<file path="config.mk">
export PLATFORM = sky130hd
export DESIGN_NAME = trace_count_state1_sequencer
export DESIGN_NICKNAME = d
export VERILOG_FILES = /design/src/trace_count_state1_sequencer.v
export VERILOG_INCLUDE_DIRS = /design/src /design/src/src
export SDC_FILE = /design/constraint.sdc
export NUM_CORES = 1
export LEC_CHECK = 0
export BUFFER_PORTS_ARGS = -buffer_cell sky130_fd_sc_hd__buf_2
export CORE_MARGIN = 2
export CORE_UTILIZATION = 50
export DETAILED_ROUTE_END_ITERATION = 12
export PLACE_DENSITY_LB_ADDON = 0.05
export SLEW_MARGIN = 20
export SYNTH_ARGS = -nofsm -noshare
export SYNTH_HDL_FRONTEND = slang
export SYNTH_SLANG_ARGS = --single-unit
</file>
<file path="constraint.sdc">
create_clock -name core_clk -period 6 [get_ports core_clk]
set_input_delay 1.5 -clock core_clk [delete_from_list [all_inputs] [get_ports core_clk]]
set_output_delay 1.5 -clock core_clk [all_outputs]
set_load 0.02 [all_outputs]
</file>
<file path="src/trace_count_defines.vh">
// Register map, field positions and reset values of the trace counter block.
`ifndef TRACE_COUNT_DEFINES_VH
`define TRACE_COUNT_DEFINES_VH

// ****************************************************************
// Register indices; the byte address is four times the index.
// ****************************************************************
`define IDX_DEBUG_CONTROL_ONE 8'h20
`define IDX_DEBUG_STATUS 8'h21
`define IDX_TRACE_COUNT 8'h26
`define IDX_BANKED_STATE 8'h27
`define IDX_COMPARATOR_CONTROL 8'h28
`define IDX_LSB_PAD 2'b00

// ****************************************************************
// Field positions.
// ****************************************************************
`define CTL_ARM_BIT 7
`define CTL_ALIGN_BIT 4
`define CTL_BANK_HI 1
`define CTL_BANK_LO 0
`define STATUS_FULL_BIT 7
`define COUNT_FULL_BIT 7
`define SC_HI 3
`define SC_LO 0

// ****************************************************************
// Bank view codes for the shared state control address.
// ****************************************************************
`define BANK_STATE1 2'h0
`define BANK_STATE2 2'h1
`define BANK_STATE3 2'h2
`define BANK_MATCH_FLAGS 2'h3

// ****************************************************************
// Sequencer state codes as reported in the status register.
// ****************************************************************
`define SEQ_CODE_DISARMED 3'h0
`define SEQ_CODE_STATE1 3'h1
`define SEQ_CODE_STATE2 3'h2
`define SEQ_CODE_STATE3 3'h3
`define SEQ_CODE_FINAL 3'h4

// ****************************************************************
// Per-channel targets decoded from a next-state code.
// ****************************************************************
`define TGT_NONE 2'h0
`define TGT_STATE2 2'h1
`define TGT_STATE3 2'h2
`define TGT_FINAL 2'h3

// ****************************************************************
// Reset values and counter constants.
// ****************************************************************
`define RST_BYTE 8'h00
`define RST_COUNT 6'h00
`define RST_CODE 4'h0
`define RST_BANK 2'h0
`define RST_FLAGS 3'h0
`define COUNT_ONE 6'h01
`define COUNT_LAST 6'h3f

`endif

</file>
<file path="src/trace_count_state1_sequencer.v">
// Trace line counter, full flag and State1 sequencer control with APB access.
`timescale 1ns/1ps
`default_nettype none
`include "trace_count_defines.vh"

module trace_count_state1_sequencer #(
    parameter ADDR_W = 10,
    parameter MATCH_N = 3
) (
    // Clock and power-on reset.
    input wire core_clk,
    input wire rst_b,
    // Other system reset, keeps count and full flag.
    input wire sys_rst_req,
    // APB slave.
    input wire psel,
    input wire penable,
    input wire pwrite,
    input wire [ADDR_W-1:0] paddr,
    input wire [31:0] pwdata,
    output reg [31:0] prdata,
    output reg pready,
    output reg pslverr,
    // Trace buffer and comparators.
    input wire trace_line_wr,
    input wire [MATCH_N-1:0] match_in,
    // Status.
    output reg armed,
    output reg [4:0] seq_state,
    output reg trace_full_flag,
    output reg [5:0] trace_line_count
);

    // ****************************************************************
    // Sequencer states.
    // ****************************************************************
    localparam [4:0] ST_DISARMED = 5'b00001;
    localparam [4:0] ST_STATE1 = 5'b00010;
    localparam [4:0] ST_STATE2 = 5'b00100;
    localparam [4:0] ST_STATE3 = 5'b01000;
    localparam [4:0] ST_FINAL = 5'b10000;

    // ****************************************************************
    // Address decode.
    // ****************************************************************
    wire [ADDR_W-1:0] a_ctl;
    wire [ADDR_W-1:0] a_stat;
    wire [ADDR_W-1:0] a_cnt;
    wire [ADDR_W-1:0] a_bank;
    wire [ADDR_W-1:0] a_cmp;
    assign a_ctl = {`IDX_DEBUG_CONTROL_ONE, `IDX_LSB_PAD};
    assign a_stat = {`IDX_DEBUG_STATUS, `IDX_LSB_PAD};
    assign a_cnt = {`IDX_TRACE_COUNT, `IDX_LSB_PAD};
    assign a_bank = {`IDX_BANKED_STATE, `IDX_LSB_PAD};
    assign a_cmp = {`IDX_COMPARATOR_CONTROL, `IDX_LSB_PAD};

    reg align_r;
    reg [1:0] bank_r;
    reg [3:0] sc1_r;
    reg [MATCH_N-1:0] cmp_en_r;
    reg [MATCH_N-1:0] mflag_r;

    wire setup;
    wire wr_now;
    wire wr_ctl;
    wire wr_sc1;
    wire wr_cmp;
    wire arm_set;
    wire arm_clr;
    assign setup = psel & ~penable;
    // The write lands only at the edge that also completes the access,
    // and a system reset in that cycle swallows it, so an arming write
    // cannot clear the count while the reset keeps the session disarmed.
    assign wr_now = psel & penable & pready & pwrite & ~sys_rst_req;
    assign wr_ctl = wr_now & (paddr == a_ctl);
    assign wr_sc1 = wr_now & (paddr == a_bank) &
        (bank_r == `BANK_STATE1) & ~armed;
    assign wr_cmp = wr_now & (paddr == a_cmp) & ~armed;
    assign arm_set = wr_ctl & pwdata[`CTL_ARM_BIT];
    assign arm_clr = wr_ctl & ~pwdata[`CTL_ARM_BIT];

    // ****************************************************************
    // Read mux.
    // ****************************************************************
    reg [7:0] rd_byte;
    reg rd_err;
    reg [2:0] st_code;

    always @* begin
        case (seq_state)
            ST_STATE1: st_code = `SEQ_CODE_STATE1;
            ST_STATE2: st_code = `SEQ_CODE_STATE2;
            ST_STATE3: st_code = `SEQ_CODE_STATE3;
            ST_FINAL: st_code = `SEQ_CODE_FINAL;
            default: st_code = `SEQ_CODE_DISARMED;
        endcase
    end

    always @* begin
        rd_byte = `RST_BYTE;
        rd_err = 1'b0;
        if (paddr == a_ctl) begin
            rd_byte[`CTL_ARM_BIT] = armed;
            rd_byte[`CTL_ALIGN_BIT] = align_r;
            rd_byte[`CTL_BANK_HI:`CTL_BANK_LO] = bank_r;
        end else if (paddr == a_stat) begin
            rd_byte[`STATUS_FULL_BIT] = trace_full_flag;
            rd_byte[2:0] = st_code;
        end else if (paddr == a_cnt) begin
            rd_byte[`COUNT_FULL_BIT] = trace_full_flag;
            rd_byte[5:0] = trace_line_count;
        end else if (paddr == a_bank) begin
            // State2/State3 control live elsewhere and read zero here.
            if (bank_r == `BANK_STATE1) begin
                rd_byte[`SC_HI:`SC_LO] = sc1_r;
            end else if (bank_r == `BANK_MATCH_FLAGS) begin
                rd_byte[MATCH_N-1:0] = mflag_r;
            end
        end else if (paddr == a_cmp) begin
            rd_byte[MATCH_N-1:0] = cmp_en_r;
        end else begin
            rd_err = 1'b1;
        end
    end

    // ****************************************************************
    // APB answer: one access cycle, no wait state.
    // ****************************************************************
    // Read data is captured in the setup cycle, so prdata shows the
    // register as it stood one edge before pready is raised.
    always @(posedge core_clk) begin
        if (!rst_b) begin
            pready <= 1'b0;
            pslverr <= 1'b0;
            prdata <= 32'h0000_0000;
        end else begin
            pready <= setup;
            pslverr <= setup & rd_err;
            if (setup & ~pwrite) begin
                prdata <= {24'h00_0000, rd_byte};
            end else if (setup) begin
                prdata <= 32'h0000_0000;
            end
        end
    end

    // ****************************************************************
    // Control registers, cleared by any reset.
    // ****************************************************************
    always @(posedge core_clk) begin
        if (!rst_b || sys_rst_req) begin
            align_r <= 1'b0;
            bank_r <= `RST_BANK;
            sc1_r <= `RST_CODE;
            cmp_en_r <= `RST_FLAGS;
        end else begin
            if (wr_ctl) begin
                // Bank view stays writable while armed, so the match flags
                // can be looked at in the middle of a session.
                bank_r <= pwdata[`CTL_BANK_HI:`CTL_BANK_LO];
                // Alignment is frozen while a session runs.
                if (!armed) begin
                    align_r <= pwdata[`CTL_ALIGN_BIT];
                end
            end
            if (wr_sc1) begin
                sc1_r <= pwdata[`SC_HI:`SC_LO];
            end
            if (wr_cmp) begin
                cmp_en_r <= pwdata[MATCH_N-1:0];
            end
        end
    end

    // ****************************************************************
    // State1 next-state decode.
    // ****************************************************************
    wire [MATCH_N-1:0] mt;
    assign mt = match_in & cmp_en_r;

    reg [1:0] t0;
    reg [1:0] t1;
    reg [1:0] t2;

    always @* begin
        t0 = `TGT_NONE;
        t1 = `TGT_NONE;
        t2 = `TGT_NONE;
        case (sc1_r)
            4'h0: begin
                t0 = `TGT_FINAL;
                t1 = `TGT_FINAL;
                t2 = `TGT_FINAL;
            end
            4'h1: t1 = `TGT_STATE3;
            4'h2: t2 = `TGT_STATE2;
            4'h3: t1 = `TGT_STATE2;
            4'h4: begin
                t0 = `TGT_STATE2;
                t1 = `TGT_STATE3;
            end
            4'h5: begin
                t0 = `TGT_FINAL;
                t1 = `TGT_STATE3;
            end
            4'h6: begin
                t0 = `TGT_STATE2;
                t2 = `TGT_STATE3;
            end
            4'h7: begin
                t0 = `TGT_STATE2;
                t1 = `TGT_STATE2;
            end
            4'h9: t0 = `TGT_STATE3;
            4'hd: begin
                t0 = `TGT_FINAL;
                t1 = `TGT_STATE2;
                t2 = `TGT_FINAL;
            end
            // Reserved codes name no channel, so nothing moves.
            default: t0 = `TGT_NONE;
        endcase
    end

    // Final beats everything, then the lowest live channel decides.
    reg [1:0] s1_tgt;
    always @* begin
        if ((mt[0] && t0 == `TGT_FINAL) || (mt[1] && t1 == `TGT_FINAL) ||
            (mt[2] && t2 == `TGT_FINAL)) begin
            s1_tgt = `TGT_FINAL;
        end else if (mt[0] && t0 != `TGT_NONE) begin
            s1_tgt = t0;
        end else if (mt[1] && t1 != `TGT_NONE) begin
            s1_tgt = t1;
        end else if (mt[2] && t2 != `TGT_NONE) begin
            s1_tgt = t2;
        end else begin
            s1_tgt = `TGT_NONE;
        end
    end

    // ****************************************************************
    // Line counter and full flag, cleared only by POR and arming.
    // ****************************************************************
    wire store_ok;
    wire line_inc;
    wire wrap;
    wire begin_end;
    // Begin-trigger stores only after the trigger, end-trigger from arming.
    assign store_ok = align_r ? (seq_state == ST_FINAL) : 1'b1;
    assign line_inc = armed & trace_line_wr & store_ok;
    assign wrap = line_inc & (trace_line_count == `COUNT_LAST);
    // Full with a zero count under begin-trigger closes the session.
    assign begin_end = armed & align_r & trace_full_flag &
        (trace_line_count == `RST_COUNT);

    always @(posedge core_clk) begin
        if (!rst_b) begin
            trace_line_count <= `RST_COUNT;
            trace_full_flag <= 1'b0;
        end else if (arm_set) begin
            trace_line_count <= `RST_COUNT;
            trace_full_flag <= 1'b0;
        end else begin
            // Buffer reads have no path into the counter, so reading the
            // trace back never lowers the count.
            if (line_inc) begin
                trace_line_count <= trace_line_count + `COUNT_ONE;
            end
            if (wrap) begin
                trace_full_flag <= 1'b1;
            end
        end
    end

    // ****************************************************************
    // Arm state, sequencer and match flags.
    // ****************************************************************
    always @(posedge core_clk) begin
        if (!rst_b || sys_rst_req) begin
            armed <= 1'b0;
            seq_state <= ST_DISARMED;
            mflag_r <= `RST_FLAGS;
        end else begin
            // A match during a re-arm still sets its flag: the set wins
            // over the clear that the arming write brings.
            mflag_r <= (arm_set ? `RST_FLAGS : mflag_r) |
                (armed ? mt : `RST_FLAGS);
            if (arm_set) begin
                armed <= 1'b1;
                seq_state <= ST_STATE1;
            end else if (arm_clr || begin_end || (wrap && align_r)) begin
                // The wrap under begin-trigger ends the session.
                armed <= 1'b0;
                seq_state <= ST_DISARMED;
            end else begin
                case (seq_state)
                    ST_STATE1: begin
                        case (s1_tgt)
                            `TGT_STATE2: seq_state <= ST_STATE2;
                            `TGT_STATE3: seq_state <= ST_STATE3;
                            `TGT_FINAL: seq_state <= ST_FINAL;
                            default: seq_state <= ST_STATE1;
                        endcase
                    end
                    // Apart from a disarm or a re-arm, State2/State3 hold here; no logic in this block moves them on.
                    ST_STATE2: seq_state <= ST_STATE2;
                    ST_STATE3: seq_state <= ST_STATE3;
                    ST_FINAL: seq_state <= ST_FINAL;
                    default: seq_state <= ST_DISARMED;
                endcase
            end
        end
    end

    // A full flag with a nonzero count means all lines are valid and the
    // oldest were overwritten; software reads that from the two fields,
    // so no extra state is kept for it.

endmodule // trace_count_state1_sequencer

`default_nettype wire

</file>
==> impl_metrics.py <==
metrics = {
    "sta": {
        "fin_crit_ns": 3.222,
        "fmax_mhz": 310.3,
        "postLayoutSetupSlackWorst_ns": 2.778,
        "fin_hold_ws_ns": 0.4512,
        "drv_slew": 0,
        "fin_tns_setup_ns": 0,
        "worstMarginPinSlew_ns": 0.5687,
        "fin_crit_sh_pct": 53.70,
        "relSlewSlack_pct": 61.74,
        "final.setup_skew_ns": 0.008951,
        "finalSetupViolCount": 0,
        "finalHoldViolations": 0,
        "rsz0062_at_grt": "no",
    },
    "route": {
        "via_per_inst": 5.647,
        "drc_errors": 0,
        "drt_iter0_markers": 151,
        "wl_um": 5728,
        "firstDrtPassIters": 4,
        "ant_nets": 0,
        "vias": 2191,
        "wl_per_cell_um": 14.76,
    },
    "floorplanning": {
        "die_w_um": 73.15,
        "coreArea_um2": 4661,
        "std_cell_rows": 25,
        "die_h_um": 73.15,
        "initial_core_util_pct": 51.30,
        "io-pin-count": 99,
        "die_area_um2": 5351,
    },
    "pwr": {
        "p_leak_nw": 1.017,
        "power.total_uw": 453.6,
        "power.density_nw_per_um2": 172.7,
        "irDropWorstVdd_mv": 0.1076,
    },
    "clock_network": {
        "cts-hold-fix-buffers": 0,
        "cts_tree": "done",
        "root_buffer": "clkbuf_8",
        "post_cts_resized": 0,
        "clk_latency_ns": 0.29,
        "postCtsSetupBuffers": 0,
        "numCtsBuffers": 5,
        "htree_levels": 2,
        "clockBufferDepth": 2,
        "cts.clk_slew.worst_paths_ns": 0.07,
        "cts.sinks": 35,
    },
    "global_route": {
        "overflow": 0,
        "grt_pass1_vias": 1994,
        "antenna_found_initial": 0,
        "grt_pass1_wl_um": 9349,
        "grt_max_degree": 16,
        "grt_usage_pct": 22.59,
    },
    "cells_and_area": {
        "layout_commonest_cell": "buf_2",
        "fin_util_pct": 56.35,
        "drive_above_1_share_pct": 19.46,
        "final_cell_mix": "buf_2, dfxtp_1, nor2_1",
        "area_delta_synth_final_pct": 9.838,
        "final_cell_area_um2": 2626,
        "nNetsFinal": 388,
        "antenna_cells": 0,
        "fin_cells": 388,
    },
    "placed_design": {
        "portBuffers": 47,
        "gp_congestion": 0.8929,
        "dp.cells": 381,
        "dp_slack_ns": 2.474,
        "dpl.hpwl_um": 4439,
        "dpl_cell_area_um2": 2539,
    },
    "logic_synthesis": {
        "async_flop_share_pct": 0,
        "synthCells": 294,
        "synth_mux_area_share_pct": 4.605,
        "synth_xor_area_share_pct": 2.198,
        "synth-compound-area-share_pct": 19.05,
        "synth_area_um2": 2391,
        "yosysSeqAreaShare_pct": 29.30,
        "synth_top_family_by_area": "simple AND/OR/NAND/NOR gates",
        "ys_types": 62,
        "synth-adder-area-share_pct": 1.047,
        "synthSimpleGateAreaFrac_pct": 31.97,
        "synth-main-ff-cell": "dfxtp_1",
        "syn_area_per_cell_um2": 8.133,
        "yosysWarnings": 0,
        "synth_edf_count": 0,
        "ys_ff_latch": 35,
    },
    "status": {
        "status": "finished, final reports clean",
    },
    "critical_path": {
        "cp_max_fo": 14,
        "r2r_end": "sc1_r[2]",
        "cp-end-kind": "register",
        "crit_arrival_ns": 3.41,
        "startpoint": "paddr[2]",
        "startpoint_type": "primary input",
        "r2r_start": "armed",
        "crit_end": "seq_state[0]",
        "critPathKind": "in2reg",
        "cp_data_required_time_ns": 6.19,
        "rr_worst_depth": 4,
        "regToRegSetupSlack_ns": 3.89,
    },
    "job": {
        "cap_violations": 0,
    },
    "hold_path": {
        "hold_class": "reg2reg",
    },
}
[critical path: stages]
cell	delay [ns]
buf_2	0.18
or4b_2	0.69
nor4_4	0.34
nand2_1	0.24
or2_1	0.29
and2_1	0.16
[power breakdown]
part           switching [mW]  internal (mW)  leakage (nW)
Sequential           0.000175          0.233         0.282
Clock                  0.0848         0.0901        0.0470
Combinational          0.0342         0.0117         0.688
[cell usage after synthesis (3+ instances only)]
master      n  area (um^2)
nand2b_1    3        18.77
nor2b_1    10        62.56
a22o_1      4        35.03
clkbuf_1   11        41.29
nor4_1      4        25.02
o21ai_0    10        50.05
nand3_1     5        25.02
a211oi_1    4        30.03
o31ai_1     4        30.03
dfxtp_1    35        700.7
a21oi_1     9        45.04
nor2_1     32        120.1
o41ai_1     3        26.28
mux2i_1    11        110.1
o32ai_1     3        26.28
nor3_1      5        25.02
a2bb2oi_1   3        26.28
nand2_1    28        105.1
nand3b_1    4        30.03
inv_1       9        33.78
xnor2_1     5        43.79
and3b_1     4        35.03
and2_1      7        43.79
a22oi_1     4        30.03
buf_4      25        187.7
a32oi_1     3        26.28
[cell type report]
class / instances / area [um^2]
inverter: 9 / 33.78
tap: 54 / 67.56
fill: 469 / 2034
timing repair buffer: 47 / 235.2
multi-input combinational: 236 / 1501
clock buffer: 6 / 82.58
sequential: 35 / 700.7
clock inverter: 1 / 5.005
[worst min-delay path by stage]
stage                           from    endpoint  slack (ns)  depth (start not counted)
after detailed placement   prdata[5]   prdata[5]        0.45                          2
after global routing       prdata[5]   prdata[5]        0.48                          2
after floorplan           mflag_r[2]  mflag_r[2]        0.46                          2
after CTS                  prdata[5]   prdata[5]        0.46                          2
final                      prdata[5]   prdata[5]        0.45                          2
after global placement     prdata[5]   prdata[5]        0.44                          2
[per-layer routing]
layer / vias to the layer above / part of all wire, % / track usage (%)
met5: - / 0 / 0
met4: 0 / 1.1 / 6.173
met3: 6 / 4.9 / 4.006
met2: 62 / 47 / 37.54
met1: 1023 / 47 / 30.00
li1: 1100 / - / -
[logic make-up (layout without fill, tap and decap cells)]
group                      after synthesis  count (layout)
buffers and inverters                   47              63
DFF                                     35              35
other                                    1              25
and+or+nand+nor                        129             129
muxes                                   11              11
AOI/OAI and AO/OA                       63              63
xor gates and xnor gates                 6               6
adders and majority gates                2               2
[flip-flops by register name (all words and copies together) (netlist names)]
signal	count
prdata	7
trace_line_count	6
seq_state	5
sc1_r	4
cmp_en_r	3
mflag_r	3
bank_r	2
align_r	1
armed	1
pready	1
pslverr	1
trace_full_flag	1
No activity file was read; power rests on OpenSTA's default activity.
